[config.mk]
export PLATFORM = sky130hd
export DESIGN_NAME = mmbd_top
export DESIGN_NICKNAME = d
export VERILOG_FILES = /design/src/rtl/mmbd_pkg.sv /design/src/rtl/mmbd_top.sv /design/src/rtl/mmbd_stack.sv /design/src/rtl/mmbd_data_map.sv
export SDC_FILE = /design/constraint.sdc
export NUM_CORES = 1
export LEC_CHECK = 0
export BUFFER_PORTS_ARGS = -buffer_cell sky130_fd_sc_hd__buf_2
export CAP_MARGIN = 25
export CORE_MARGIN = 2
export CORE_UTILIZATION = 41
export DETAILED_ROUTE_END_ITERATION = 7
export GPL_TIMING_DRIVEN = 1
export SLEW_MARGIN = 10
export SYNTH_ARGS = -nofsm -noshare
export SYNTH_HDL_FRONTEND = slang
export SYNTH_SLANG_ARGS = --single-unit
[constraint.sdc]
create_clock -name mclk -period 3.51 [get_ports mclk]
set_input_delay 0.1755 -clock mclk [delete_from_list [all_inputs] [get_ports mclk]]
set_output_delay 0.1755 -clock mclk [all_outputs]
set_load 0.01 [all_outputs]
[src/rtl/mmbd_pkg.sv]
// constants and types shared by the memory map and bank decoder
package mmbd_pkg;

    // ***********************************************
    // program space
    // ***********************************************
    localparam int          PC_W        = 12;
    localparam int          SHORT_W     = 8;
    localparam int          SHORT_SPAN  = 256;
    localparam logic [11:0] PC_RESET    = 12'h000;
    localparam logic [11:0] VEC_SOFT    = 12'h001;
    localparam logic [11:0] VEC_HARD    = 12'h008;
    localparam logic [11:0] ROLL_LO     = 12'h00e;
    localparam logic [11:0] ROLL_HI     = 12'h00f;
    localparam logic [11:0] RSVD_LO     = 12'hffe;
    localparam logic [11:0] RSVD_HI     = 12'hfff;
    localparam logic [11:0] PC_ONE      = 12'h001;
    localparam int          STACK_DEPTH = 8;

    // ***********************************************
    // banked data space
    // ***********************************************
    localparam int         DADDR_W      = 7;
    localparam int         BANK_W       = 2;
    localparam int         BANK_MSB     = 7;
    localparam int         BANK_LSB     = 6;
    localparam int         PCH_W        = 4;
    localparam logic [6:0] SFR_LAST     = 7'h1f;
    localparam logic [6:0] SHARED_LAST  = 7'h3f;
    localparam logic [1:0] BANK_ZERO    = 2'h0;
    localparam logic [6:0] ADDR_INDIRECT = 7'h00;
    localparam logic [6:0] ADDR_PCL     = 7'h02;
    localparam logic [6:0] ADDR_STATUS  = 7'h03;
    localparam logic [6:0] ADDR_FSP     = 7'h04;
    localparam logic [6:0] ADDR_PROGRAM_COUNTER_HIGH_BUFFER  = 7'h0a;
    localparam logic [7:0] STATUS_RESET = 8'h00;
    localparam logic [7:0] FSP_RESET    = 8'h00;
    localparam logic [7:0] PROGRAM_COUNTER_HIGH_BUFFER_RESET = 8'h00;

    // ***********************************************
    // auxiliary register pages
    // ***********************************************
    localparam int          AUX_W       = 5;
    localparam logic [31:0] AUX_ONE_MAP   = 32'h0000fee0;
    localparam logic [31:0] AUX_TWO_MAP   = 32'h03ea95ff;
    localparam logic [31:0] AUX_THREE_MAP = 32'h9fb7ffff;

    typedef enum logic [1:0] {
        AUX_ONE,
        AUX_TWO,
        AUX_THREE
    } mmbd_aux_e;

endpackage

[src/rtl/mmbd_top.sv]
// program counter, stack and data address decoder for the 8-bit core
//
// Overview of operation
// - program counter is twelve bits, covering all 4K program words.
// - after reset, fetching starts at program address zero.
// - a software interrupt sends fetch to address one.
// - every hardware interrupt sends fetch to the shared vector at eight.
// - short jump and call reach only 256 locations within the current page.
// - far jump and call load any twelve-bit address.
// - calls push the next address, interrupts the current one; any return pops it into PC.
// - the rolling-code words at 0x00E-0x00F are ordinary program space.
// - status bits 7:6 select one of four data banks.
// - the indirect port accesses bank plus low seven pointer bits.
// - direct access uses bank plus seven opcode address bits.
// - special registers 0x00-0x1F exist only in bank 0; others alias.
// - RAM at 0x20-0x7F bank 0, 0x40-0x7F others; 0x20-0x3F aliases.
// - special registers are read and written through the banked path.
// - page one registers only via the page-one write and read ops.
// - page two registers only via the page-two write and read ops.
// - page three registers only via the page-three write and read ops.
// - auxiliary page accesses ignore the bank selector.
`timescale 1ns/10ps
`default_nettype none
module mmbd_top
    import mmbd_pkg::*;
#(
    parameter int STACK_DEPTH = mmbd_pkg::STACK_DEPTH
) (
    input  wire logic                          mclk,
    input  wire logic                          reset,
    input  wire logic                          ce,
    input  wire logic                          fetch_next,
    input  wire logic                          short_jump,
    input  wire logic                          short_call,
    input  wire logic [mmbd_pkg::SHORT_W-1:0]  short_target,
    input  wire logic                          far_jump,
    input  wire logic                          far_call,
    input  wire logic [mmbd_pkg::PC_W-1:0]     far_target,
    input  wire logic                          return_plain,
    input  wire logic                          return_with_literal,
    input  wire logic                          return_from_interrupt,
    input  wire logic                          soft_int,
    input  wire logic                          hard_int,
    input  wire logic                          dm_rd,
    input  wire logic                          dm_wr,
    input  wire logic [mmbd_pkg::DADDR_W-1:0]  dm_addr,
    input  wire logic [7:0]                    dm_wdata,
    input  wire logic                          aux_rd,
    input  wire logic                          aux_wr,
    input  wire mmbd_pkg::mmbd_aux_e           aux_page,
    input  wire logic [mmbd_pkg::AUX_W-1:0]    aux_addr,
    output logic      [mmbd_pkg::PC_W-1:0]     pc,
    output logic      [mmbd_pkg::BANK_W-1:0]   bank_selector,
    output logic                               phys_rd,
    output logic                               phys_wr,
    output logic                               phys_sfr,
    output logic      [mmbd_pkg::BANK_W-1:0]   phys_bank,
    output logic      [mmbd_pkg::DADDR_W-1:0]  phys_addr,
    output logic      [7:0]                    phys_wdata,
    output logic                               own_hit,
    output logic      [7:0]                    own_rdata,
    output logic                               aux_rd_out,
    output logic                               aux_wr_out,
    output mmbd_pkg::mmbd_aux_e                aux_page_out,
    output logic      [mmbd_pkg::AUX_W-1:0]    aux_addr_out,
    output logic                               aux_unassigned
);

    // ***********************************************
    // elaboration check
    // ***********************************************
    if (PC_W != 12 || SHORT_W != 8 || (1 << SHORT_W) != SHORT_SPAN) begin : g_bad
        $error("program counter or short target width not supported");
    end

    // ***********************************************
    // state
    // ***********************************************
    typedef struct packed {
        logic [PC_W-1:0]    pc;
        logic [7:0]         status;
        logic [7:0]         fsp;
        logic [7:0]         program_counter_high_buffer;
        logic               phys_rd;
        logic               phys_wr;
        logic               phys_sfr;
        logic [BANK_W-1:0]  phys_bank;
        logic [DADDR_W-1:0] phys_addr;
        logic [7:0]         phys_wdata;
        logic               own_hit;
        logic [7:0]         own_rdata;
        logic               aux_rd;
        logic               aux_wr;
        mmbd_aux_e          aux_page;
        logic [AUX_W-1:0]   aux_addr;
        logic               aux_unassigned;
    } mmbd_top_s;

    mmbd_top_s s_q;
    mmbd_top_s s_d;

    // ***********************************************
    // helpers
    // ***********************************************
    logic [PC_W-1:0]    stack_top;
    logic               push;
    logic               pop;
    logic [PC_W-1:0]    push_data;
    logic [BANK_W-1:0]  bank;
    logic [DADDR_W-1:0] eff_addr;
    logic               indirect;
    logic               map_sfr;
    logic [BANK_W-1:0]  map_bank;
    logic [DADDR_W-1:0] map_addr;
    logic [31:0]        aux_map;
    logic               aux_present;
    logic               any_return;
    logic [PC_W-1:0]    pc_inc;

    // bank selector from status bits 7:6
    assign bank = s_q.status[BANK_MSB:BANK_LSB];

    // indirect access takes the low seven pointer bits
    assign indirect = (dm_rd || dm_wr) && (dm_addr == ADDR_INDIRECT);
    assign eff_addr = indirect ? s_q.fsp[DADDR_W-1:0] : dm_addr;

    assign any_return = return_plain || return_with_literal || return_from_interrupt;
    assign pc_inc     = s_q.pc + PC_ONE;

    // ***********************************************
    // submodules
    // ***********************************************
    mmbd_data_map u_map (
        .bank      (bank),
        .addr      (eff_addr),
        .is_sfr    (map_sfr),
        .phys_bank (map_bank),
        .phys_addr (map_addr)
    );

    mmbd_stack #(
        .DEPTH (STACK_DEPTH),
        .W     (PC_W)
    ) u_stack (
        .mclk      (mclk),
        .reset     (reset),
        .ce        (ce),
        .push      (push),
        .pop       (pop),
        .push_data (push_data),
        .top       (stack_top)
    );

    // stack control, interrupts push the not yet executed address
    always_comb begin
        push      = 1'b0;
        pop       = 1'b0;
        push_data = pc_inc;
        if (hard_int || soft_int) begin
            push      = 1'b1;
            push_data = s_q.pc;
        end else if (far_call || short_call) begin
            push = 1'b1; // next address on top
        end else if (any_return) begin
            pop = 1'b1;
        end
    end

    // assigned address map of the selected auxiliary page
    always_comb begin
        case (aux_page)
            AUX_ONE:   aux_map = AUX_ONE_MAP;
            AUX_TWO:   aux_map = AUX_TWO_MAP;
            AUX_THREE: aux_map = AUX_THREE_MAP;
            default:   aux_map = '0;
        endcase
    end
    assign aux_present = aux_map[aux_addr];

    // ***********************************************
    // next state
    // ***********************************************
    always_comb begin
        s_d = s_q;

        // program counter, interrupts first, then jumps
        if (hard_int) begin
            s_d.pc = VEC_HARD;
        end else if (soft_int) begin
            s_d.pc = VEC_SOFT;
        end else if (far_jump || far_call) begin
            s_d.pc = far_target;
        end else if (short_jump || short_call) begin
            s_d.pc = {s_q.pc[PC_W-1:SHORT_W], short_target};
        end else if (any_return) begin
            s_d.pc = stack_top;
        end else if (dm_wr && map_sfr && map_addr == ADDR_PCL) begin
            s_d.pc = {s_q.program_counter_high_buffer[PCH_W-1:0], dm_wdata};
        end else if (fetch_next) begin
            s_d.pc = pc_inc; // rolling-code words fetch like any other
        end

        // banked data path, registered one cycle
        s_d.phys_rd    = dm_rd;
        s_d.phys_wr    = dm_wr;
        s_d.phys_sfr   = map_sfr;
        s_d.phys_bank  = map_bank;
        s_d.phys_addr  = map_addr;
        s_d.phys_wdata = dm_wdata;
        s_d.own_hit    = 1'b0;
        s_d.own_rdata  = '0;

        // own special registers on the banked path, only on a request
        if (map_sfr && (dm_rd || dm_wr)) begin
            if (map_addr == ADDR_STATUS) begin
                s_d.own_hit   = 1'b1;
                s_d.own_rdata = s_q.status;
                if (dm_wr) begin
                    s_d.status = dm_wdata;
                end
            end else if (map_addr == ADDR_FSP) begin
                s_d.own_hit   = 1'b1;
                s_d.own_rdata = s_q.fsp;
                if (dm_wr) begin
                    s_d.fsp = dm_wdata;
                end
            end else if (map_addr == ADDR_PROGRAM_COUNTER_HIGH_BUFFER) begin
                s_d.own_hit   = 1'b1;
                s_d.own_rdata = s_q.program_counter_high_buffer;
                if (dm_wr) begin
                    s_d.program_counter_high_buffer = dm_wdata;
                end
            end else if (map_addr == ADDR_PCL) begin
                s_d.own_hit   = 1'b1;
                s_d.own_rdata = s_q.pc[7:0];
            end else if (map_addr == ADDR_INDIRECT) begin
                s_d.own_hit   = 1'b1; // pointer at itself reads zero
                s_d.own_rdata = '0;
                s_d.phys_wr   = 1'b0;
            end
        end

        // auxiliary pages, reached only by their own ops
        s_d.aux_page       = aux_page;   // bank bits not used
        s_d.aux_addr       = aux_addr;
        s_d.aux_rd         = aux_rd && aux_present;
        s_d.aux_wr         = aux_wr && aux_present;
        s_d.aux_unassigned = (aux_rd || aux_wr) && !aux_present;
    end

    // ***********************************************
    // state register
    // ***********************************************
    always_ff @(posedge mclk) begin
        if (reset) begin
            s_q          <= '0;
            s_q.pc       <= PC_RESET;
            s_q.status   <= STATUS_RESET;
            s_q.fsp      <= FSP_RESET;
            s_q.program_counter_high_buffer   <= PROGRAM_COUNTER_HIGH_BUFFER_RESET;
            s_q.aux_page <= AUX_ONE;
        end else if (ce) begin
            s_q <= s_d;
        end
    end

    // ***********************************************
    // outputs
    // ***********************************************
    assign pc             = s_q.pc;
    assign bank_selector  = s_q.status[BANK_MSB:BANK_LSB];
    assign phys_rd        = s_q.phys_rd;
    assign phys_wr        = s_q.phys_wr;
    assign phys_sfr       = s_q.phys_sfr;
    assign phys_bank      = s_q.phys_bank;
    assign phys_addr      = s_q.phys_addr;
    assign phys_wdata     = s_q.phys_wdata;
    assign own_hit        = s_q.own_hit;
    assign own_rdata      = s_q.own_rdata;
    assign aux_rd_out     = s_q.aux_rd;
    assign aux_wr_out     = s_q.aux_wr;
    assign aux_page_out   = s_q.aux_page;
    assign aux_addr_out   = s_q.aux_addr;
    assign aux_unassigned = s_q.aux_unassigned;

endmodule
`default_nettype wire

[src/rtl/mmbd_stack.sv]
// return address stack for calls and interrupt entry
`timescale 1ns/10ps
`default_nettype none
module mmbd_stack #(
    parameter int DEPTH = 8,
    parameter int W     = 12
) (
    input  wire logic         mclk,
    input  wire logic         reset,
    input  wire logic         ce,
    input  wire logic         push,
    input  wire logic         pop,
    input  wire logic [W-1:0] push_data,
    output logic      [W-1:0] top
);
    localparam int PW = $clog2(DEPTH);

    // ***********************************************
    // elaboration check
    // ***********************************************
    if (DEPTH < 2 || (1 << PW) != DEPTH) begin : g_bad
        $error("stack depth must be a power of two of at least 2");
    end

    typedef struct packed {
        logic [DEPTH-1:0][W-1:0] mem;
        logic [PW-1:0]           ptr;
    } mmbd_stack_s;

    mmbd_stack_s s_q;
    mmbd_stack_s s_d;

    // circular stack, overflow overwrites the oldest entry
    always_comb begin
        s_d = s_q;
        if (push) begin
            s_d.ptr          = s_q.ptr + PW'(1);
            s_d.mem[s_d.ptr] = push_data;
        end else if (pop) begin
            s_d.ptr = s_q.ptr - PW'(1);
        end
    end

    // state register
    always_ff @(posedge mclk) begin
        if (reset) begin
            s_q <= '0;
        end else if (ce) begin
            s_q <= s_d;
        end
    end

    assign top = s_q.mem[s_q.ptr];
endmodule
`default_nettype wire

[src/rtl/mmbd_data_map.sv]
// folds a banked data address onto its physical location
`timescale 1ns/10ps
`default_nettype none
module mmbd_data_map
    import mmbd_pkg::*;
(
    input  wire logic [mmbd_pkg::BANK_W-1:0]  bank,
    input  wire logic [mmbd_pkg::DADDR_W-1:0] addr,
    output logic                              is_sfr,
    output logic      [mmbd_pkg::BANK_W-1:0]  phys_bank,
    output logic      [mmbd_pkg::DADDR_W-1:0] phys_addr
);
    // ***********************************************
    // bank folding
    // ***********************************************
    always_comb begin
        phys_addr = addr;
        if (addr <= SFR_LAST) begin
            is_sfr    = 1'b1; // sfr window only in bank 0
            phys_bank = BANK_ZERO;
        end else if (addr <= SHARED_LAST) begin
            is_sfr    = 1'b0; // shared ram aliases bank 0
            phys_bank = BANK_ZERO;
        end else begin
            is_sfr    = 1'b0; // banked ram
            phys_bank = bank;
        end
    end
endmodule
`default_nettype wire

# Word level (Yosys, flattened, before mapping)
# Index checks and enable logic that the tools add are counted.
# Widths: inputs -> output; s select.
# op_classes
n_lt_le_gt_ge	6
mul	0
add_sub_neg	3
bitwise_logic	2
reduce_logical	30
shift	0
eq_ne	7
n_div	0
n_mux	39
# ops
operator	n
$mux 12	10
$bwmux 96	1
$pmux 32 s3	1
$mux 9	6
$bmux 12 s3	1
$demux 12 s3	1
$eq 7x2->1 const B	2
$logic_not 7->1	2
$mux 1	13
$add 12x1->12 const B	1
$logic_and 1x1->1	8
$logic_or 1x1->1	8
$lt 3x4->1 const B	2
$eq 7x3->1 const B	1
$eq 7x4->1 const B	1
$le 7x5->1 const B	1
$le 7x6->1 const B	1
$mux 7	1
$reduce_bool 7->1	1
$lt 5x6->1 const B	1
$mux 3	2
$reduce_and 2->1	3
$reduce_and 6->1	1
$reduce_bool 6->1	1
15 further kinds	17
# totals
romBits	0
inputBits	59
latchBits	0
ramBits	0
memories	0
ff_bits	174

# Logic depth before layout (Yosys ltp)
# Gate-level depths: netlist (run 1).
# depth
ltp_word	13
depth_mapped	10

# Hierarchy
# Synthesis (run 1) repeated with hierarchy kept, for this count alone.
# hier_totals
cells_unflattened	981
area_unflattened_um2	9336.5
# modules_own_cells
module	area_per_inst_um2	cells_per_inst	n_inst	seq_area_each_um2
mmbd_stack	4769.6	429	1	1981.9
mmbd_top	4498.1	542	1	1501.4
mmbd_data_map	68.8	10	1	0.0

# Worst setup path before layout (run 1)
# OpenSTA, ideal clock, no wires.
# synth_timing
kind	reg2reg
from	reg u_stack.s_q[1] (netlist name)
to	reg u_stack.s_q[16] (netlist name)
setup_ns	0.086
synth_period_minus_slack_ns	2.667
stages_incl_launch_ff	10
n_path_buf	4
t_arrival_ns	2.581
path_slack_ns	0.843
path_cell_list	dfxtp_1 > clkbuf_1 > clkbuf_1 > inv_1 > ha_1 > clkbuf_1 > nor3_1 > clkbuf_1 > nor2_1 > a211oi_1
# synth_via
elab_chain_cells	6
# synth_lines
element	line_no	rtl
start: declaration	mmbd_stack.sv:30	mmbd_stack_s s_q;
start signal: assignment	mmbd_stack.sv:47	s_q <= '0;
start signal: assignment	mmbd_stack.sv:49	s_q <= s_d;
$add 3x1->3 *	mmbd_stack.sv:37	s_d.ptr = s_q.ptr + PW'(1);
$lt 3x4->1 (not written as such) or $ge 3x1->1 (tied branches)	mmbd_stack.sv:38	s_d.mem[s_d.ptr] = push_data;
$logic_and 1x1->1 (not written as such)	mmbd_stack.sv:38	
$mux 12 (not written as such)	mmbd_stack.sv:38	
$demux 12 s3 *	n/a	
$bwmux 96 *	mmbd_stack.sv:38	
# Mark *: on every way between the ends. The rest lies on a longest branch, timed or not.
# A chain may end at the register's enable or synchronous reset.

# Final worst setup path (run 1)
# layout_timing
from	reg u_stack.s_q[0] (netlist name)
to	reg pc[5] (netlist name)
# layout_via
elab_chain_cells	7
# layout_lines
element	line_no	rtl
$bmux 12 s3	mmbd_stack.sv:53	assign top = s_q.mem[s_q.ptr];
$mux 12 (not written as such)	mmbd_stack.sv:53	
$mux 12	mmbd_top.sv:195	end else if (any_return) begin
$mux 12	mmbd_top.sv:193	end else if (short_jump || short_call) begin
$mux 12	mmbd_top.sv:191	end else if (far_jump || far_call) begin
$mux 12	mmbd_top.sv:189	end else if (soft_int) begin
$mux 12	mmbd_top.sv:187	if (hard_int) begin
# Every way passes these cells. The select of a mux whose other input is x is not followed.

==> run_results.csv, run 1 <==
group,metric,value,unit
sta,rsz0062_at_grt,"no",
die,core_area,20890,um^2
drt,wl,25430,um
die,die_area,22350,um^2
synthesis,ys_ff_latch,174,
min_path,min_path_type,"input port to register",
synthesis,synth_edf_count,0,
final_layout,final_common_cell,"nor2_1",
setup_path,critPathCaptureType,"register",
placement,port-buffer-count,111,
drt,vias_per_cell,5.751,
clock_network,cts_buffers,17,
sta,slew_violations,0,
final_layout,final_cell_mix,"179 x nor2_1, 174 x dfxtp_1, 110 x buf_2, 107 x a211oi_1, 43 x nand2_1",
clock_network,cts-root-buf,"clkbuf_16",
setup_path,crit_path_start_kind,"register",
clock_network,path_clk_slew,0.08,ns
synthesis,synthCells,968,
placement,place_inst,1255,
die,io_pins,112,
drt,postRouteAntennaNets,0,
sta,worstMarginPinSlew,1.036,ns
setup_path,critical_path_class,"register to register",
final_layout,final_nets,1065,
final_layout,area_growth,12.50,%
drt,drc_errors,0,
drt,routedWlPerCell,19.76,um
synthesis,syn_area_per_cell,8.968,um^2
sta,max_freq,0.3656,GHz
clock_network,cts_tree,"built",
setup_path,worstPathMaxFanout,14,
final_layout,drive_gt1_frac,0.2045,
power,p_per_area,476.2,nW/um^2
global_routing,use_met1,0.3074,
clock_network,clock-sinks,174,
drt,drtIter0Drc,605,
clock_network,clock_path_buffers,2,
synthesis,ys.flop_type,"dfxtp_1",
sta,post-route-period-util,0.7792,
synthesis,syn_area,8681,um^2
global_routing,grt_max_degree,58,
clock_network,postCtsResizedCells,0,
clock_network,cts_setup_buffers,0,
synthesis,synthArstFlopShare,0,
global_routing,grtUsageTotal,0.2308,
placement,gp_congestion,0.9241,
global_routing,grt_first_pass_wirelength,39830,um
sta,setup-violations-final,0,
power,power_leakage,3.542,nW
setup_path,critPathRequiredTime,3.84,ns
clock_network,cts_hold_buffers,0,
clock_network,clock_latency,0.44,ns
final_layout,diodes,0,
die,core.rowCount,53,
clock_network,cts_max_level,4,
global_routing,top_usage_layer,"met2",
final_layout,final_cells,1287,
global_routing,grt_pass1_vias,6973,
global_routing,grt_overflow,0,
sta,final_hold_viol_count,0,
synthesis,synth-seq-area-share,0.4013,
flow_run,max_cap_violations,0,
global_routing,grtUsageMet2,0.3817,
drt,vias,7402,
power,ir_worst_vdd,0.3716,mV
final_layout,fillCellCount,2048,
sta,clock_skew,0.01052,ns
synthesis,synth.distinct_cells,71,
synthesis,syn_nets,1034,
global_routing,met3_usage,0.04024,
run_status,outcome,"complete, no violations",
global_routing,antenna_found_initial,0,
die,die_h,149.5,um
sta,setup_tns,0,ns
sta,slew_headroom,0.3087,
setup_path,crit_arrival,3.07,ns
placement,hpwl,17750,um
synthesis,ys_warn_count,0,
sta,finalCriticalPeriod,2.735,ns
die,die_x,149.5,um
drt,firstDrtPassIters,5,
die,initial_core_util,0.4156,
[cells by family (layout without fill, tap and decap cells)]
| family | after synthesis | after routing | synth area share |
|---|---|---|---|
| simple gates | 312 | 312 | 0.1623 |
| fa+ha+maj | 9 | 9 | 0.01240 |
| compound gates | 246 | 246 | 0.2114 |
| flops | 174 | 174 | 0.4013 |
| buf+inv | 138 | 182 | 0.08187 |
| mux | 63 | 63 | 0.1045 |
| xor+xnor | 26 | 26 | 0.02623 |
[per-layer routing]
layer	share of wire	routed length, um	vias up
li1	-	-	3586
met1	0.45	11330	3516
met2	0.48	12150	265
met3	0.059	1493	35
met4	0.018	454	0
met5	0	0	-
[final timing paths]
check,from,endpoint,slack (ns),cells after the start
setup / recovery,u_stack.s_q[0]$_SDFFE_PP0P_,pc[5]$_SDFFE_PP0P_,0.77,6
setup reg to reg,u_stack.s_q[0]$_SDFFE_PP0P_,pc[5]$_SDFFE_PP0P_,0.77,6
hold / removal,aux_addr[4],aux_addr_out[4]$_SDFFE_PP0P_,0.02,3
hold reg to reg,own_rdata[5]$_SDFFE_PP0P_,own_rdata[5]$_SDFFE_PP0P_,0.45,2
[sequential cells by signal, summed over array words and instances, names as in the netlist, 2 cells and up]
name	flops
phys_addr	7
aux_page_out	2
u_stack.s_q	99
phys_wdata	8
aux_addr_out	5
bank_selector	2
pc	12
own_rdata	8
s_q	22
phys_bank	2
[Yosys cell counts, drive strengths merged (14+ instances only)]
cell,n,area (um^2)
nor2,179,671.9
dfxtp,174,3483
a211oi,107,803.3
buf,61,421.7
clkbuf,61,229.0
nand2,44,167.7
mux2i,40,400.4
a21oi,26,130.1
o21ai,23,115.1
mux4,22,495.5
nor3,20,110.1
inv,16,60.06
xnor2,14,122.6
[stage by stage]
stage | util | area [um^2] | setup slack, ns | power, mW | hold slack, ns
after global routing | 0.4675 | 9766 | 0.5719 | 4.828 | 0.02114
after CTS | 0.4675 | 9766 | 0.8042 | 4.685 | 0.001008
after floorplan | - | 8681 | 0.8427 | 2.537 | 0.3115
after detailed placement | 0.4380 | 9150 | 0.6323 | 2.722 | 0.4454
final | 0.4675 | 9766 | 0.7749 | 4.650 | 0.01622
after global placement | 0.4380 | 9150 | 0.6190 | 2.717 | 0.4390
[power breakdown]
part           switching [mW]  internal, mW  total [mW]
Sequential             0.0669          2.05        2.12
Combinational           0.335         0.221       0.556
Clock                   0.938          1.03        1.97
[critical path, cell delays in order, from the launching register on]
cell      delay [ns]
dfxtp_1         0.89
mux4_2          0.59
nor2b_1         0.14
a211oi_1        0.50
nor4_1          0.09
and3_1          0.21
a32o_1          0.20
[cell type report]
cell class | instances | area (um^2) | share of cell area
Clock buffer | 17 | 425.4 | 0.04356
Clock inverter | 15 | 190.2 | 0.01947
Inverter | 16 | 60.06 | 0.006150
Multi-Input combinational cell | 656 | 4507 | 0.4615
Sequential cell | 174 | 3483 | 0.3567
Tap cell | 275 | 344.1 | 0.03523
Timing Repair Buffer | 134 | 755.7 | 0.07739
No activity file was read; power rests on OpenSTA's default activity.
==> run 2: changes to the inputs <==
==> constraint.sdc (replaced) <==
create_clock -name mclk -period 2.8 [get_ports mclk]
set_input_delay 0.14 -clock mclk [delete_from_list [all_inputs] [get_ports mclk]]
set_output_delay 0.14 -clock mclk [all_outputs]
set_load 0.01 [all_outputs]
==> run 2 against run 1 <==
Global-route usage decreased by 0.45 points; first-iteration DRC count grew 9.1%; count of clock-buffer cells in the layout unchanged; total power rose by 27%; die area did not move; worst hold slack got worse by 0.00079 ns; fmax is 10% higher; cell area up 2.8%; sequential power grew 25%; non-clock buffer count rose by 31; clock power up 28%; sequential share of layout area is 0.96 points lower; largest power group unchanged.
==> run_results.csv, run 2 (synthesis gave the netlist of run 1 again) <==
group,metric,value,unit
power,ir_worst_vdd,0.3999,mV
clock_network,cts-root-buf,"clkbuf_16",
global_routing,grt_first_pass_wirelength,39050,um
placement,hpwl,17700,um
setup_path,cpMaxStageDelayCell,"o311ai_4",
clock_network,cts_hold_buffers,6,
sta,slew_headroom,0.3967,
clock_network,cts_tree,"built",
die,die_area,22350,um^2
flow_run,max_cap_violations,0,
final_layout,regMostFlops,"u_stack.s_q",
die,core_area,20890,um^2
setup_path,crit_arrival,2.78,ns
clock_network,clock_path_buffers,2,
global_routing,grt_overflow,0,
power,power_leakage,3.695,nW
final_layout,final_common_cell,"nor2_1",
die,die_x,149.5,um
power,p_per_area,587.0,nW/um^2
drt,firstDrtPassIters,5,
setup_path,cpPeakStageDelay,0.48,ns
clock_network,path_clk_slew,0.08,ns
final_layout,seq_area,3483,um^2
sta,worstMarginPinSlew,0.8986,ns
sta,setup_tns,0,ns
sta,max_freq,0.4026,GHz
setup_path,path_cells,"nor3_1, a211oi_1, or2_1, o311ai_4, and2_1, a311oi_1",
drt,routedWlPerCell,19.07,um
die,core.rowCount,53,
clock_network,cts_setup_buffers,0,
global_routing,grt_pass1_vias,6820,
drt,vias_per_cell,5.623,
sta,clock_skew,0.01183,ns
final_layout,area_growth,15.62,%
clock_network,postCtsResizedCells,0,
final_layout,drive_gt1_frac,0.2224,
placement,port-buffer-count,111,
final_layout,fillCellCount,2061,
clock_network,clock-sinks,174,
drt,vias,7411,
min_path,min_path_type,"input port to register",
global_routing,grtUsageTotal,0.2262,
global_routing,antenna_found_initial,0,
sta,post-route-period-util,0.8870,
drt,drc_errors,0,
placement,gp_congestion,0.9270,
placement,place_inst,1280,
setup_path,critPathRequiredTime,3.09,ns
die,initial_core_util,0.4156,
sta,slew_violations,0,
final_layout,largest_register_ffs,99,
final_layout,diodes,0,
drt,drtIter0Drc,660,
clock_network,clock_latency,0.43,ns
sta,rsz0062_at_grt,"no",
drt,wl,25140,um
sta,setup-violations-final,0,
run_status,outcome,"complete, no violations",
final_layout,multi_input_area,4507,um^2
die,die_h,149.5,um
clock_network,cts_max_level,4,
die,io_pins,112,
sta,final_hold_viol_count,0,
setup_path,crit_path_start_kind,"register",
final_layout,final_cell_mix,"179 x nor2_1, 174 x dfxtp_1, 110 x buf_2, 107 x a211oi_1, 46 x buf_4",
final_layout,final_cells,1318,
setup_path,critPathCaptureType,"register",
sta,finalCriticalPeriod,2.484,ns
setup_path,worstPathMaxFanout,13,
global_routing,grt_max_degree,60,
drt,postRouteAntennaNets,0,
setup_path,critical_path_class,"register to register",
final_layout,final_nets,1096,
final_layout,top_regs,"u_stack.s_q x99, s_q x22, pc x12",
clock_network,cts_buffers,17,
run 2: cell count changes in the layout (fill, tap and decap cells not counted), sizes merged:
cell         before  now
clkinv            5    3
clkinvlp          0    1
buf             134  159
inv              25   26
dlygate4sd3       0    6
run 2: area by class of cell:
type	count	share of cell area
clock inverters	15	0.02007
clock buffers	17	0.04238
repair buffers	165	0.1012
multi-input cells	656	0.4490
inverters	16	0.005984
well taps	275	0.03428
flip-flops and latches	174	0.3470
run 2: final timing paths:
path / startpoint / endpoint / slack (ns) / cells after the start
worst max register to register: s_q[51]$_SDFFE_PP0P_ / pc[3]$_SDFFE_PP0P_ / 0.32 / 6
worst min-delay path: aux_page[0] / aux_page_out[0]$_SDFFE_PP0P_ / 0.02 / 3
worst max-delay path: s_q[51]$_SDFFE_PP0P_ / pc[3]$_SDFFE_PP0P_ / 0.32 / 6
worst min register to register: own_rdata[1]$_SDFFE_PP0P_ / own_rdata[1]$_SDFFE_PP0P_ / 0.45 / 2
run 2: critical path: cells and delay by family, from the launching register on:
| family | cells | cell delay (ns) |
|---|---|---|
| AO/OA/AOI/OAI | 3 | 0.79 |
| AND/OR/NAND/NOR | 3 | 1.20 |
| flip-flops | 1 | 0.35 |
run 2: power by group:
part	switching [mW]	internal [mW]	leakage, nW	total [mW]
Clock	1.20	1.31	0.303	2.52
Combinational	0.436	0.297	1.98	0.734
Sequential	0.0650	2.58	1.41	2.64
run 2: metal layers:
metal / share of wire / vias to the layer above / global-route usage
li1: - / 3644 / -
met1: 0.46 / 3489 / 0.3106
met2: 0.46 / 242 / 0.3567
met3: 0.056 / 36 / 0.04421
met4: 0.021 / 0 / 0.07571
met5: 0 / - / 0
run 2: metrics by stage:
step	cell area (um^2)	hold slack (ns)	setup slack (ns)	util	power [mW]
floorplan	8681	0.2760	0.1327	-	3.180
global placement	9350	0.4184	0.09545	0.4476	3.419
detailed placement	9350	0.4309	0.1033	0.4476	3.425
CTS	10040	0.001728	0.3048	0.4805	5.947
global route	10040	0.03189	0.08497	0.4805	6.134
finish	10040	0.01543	0.3163	0.4805	5.891
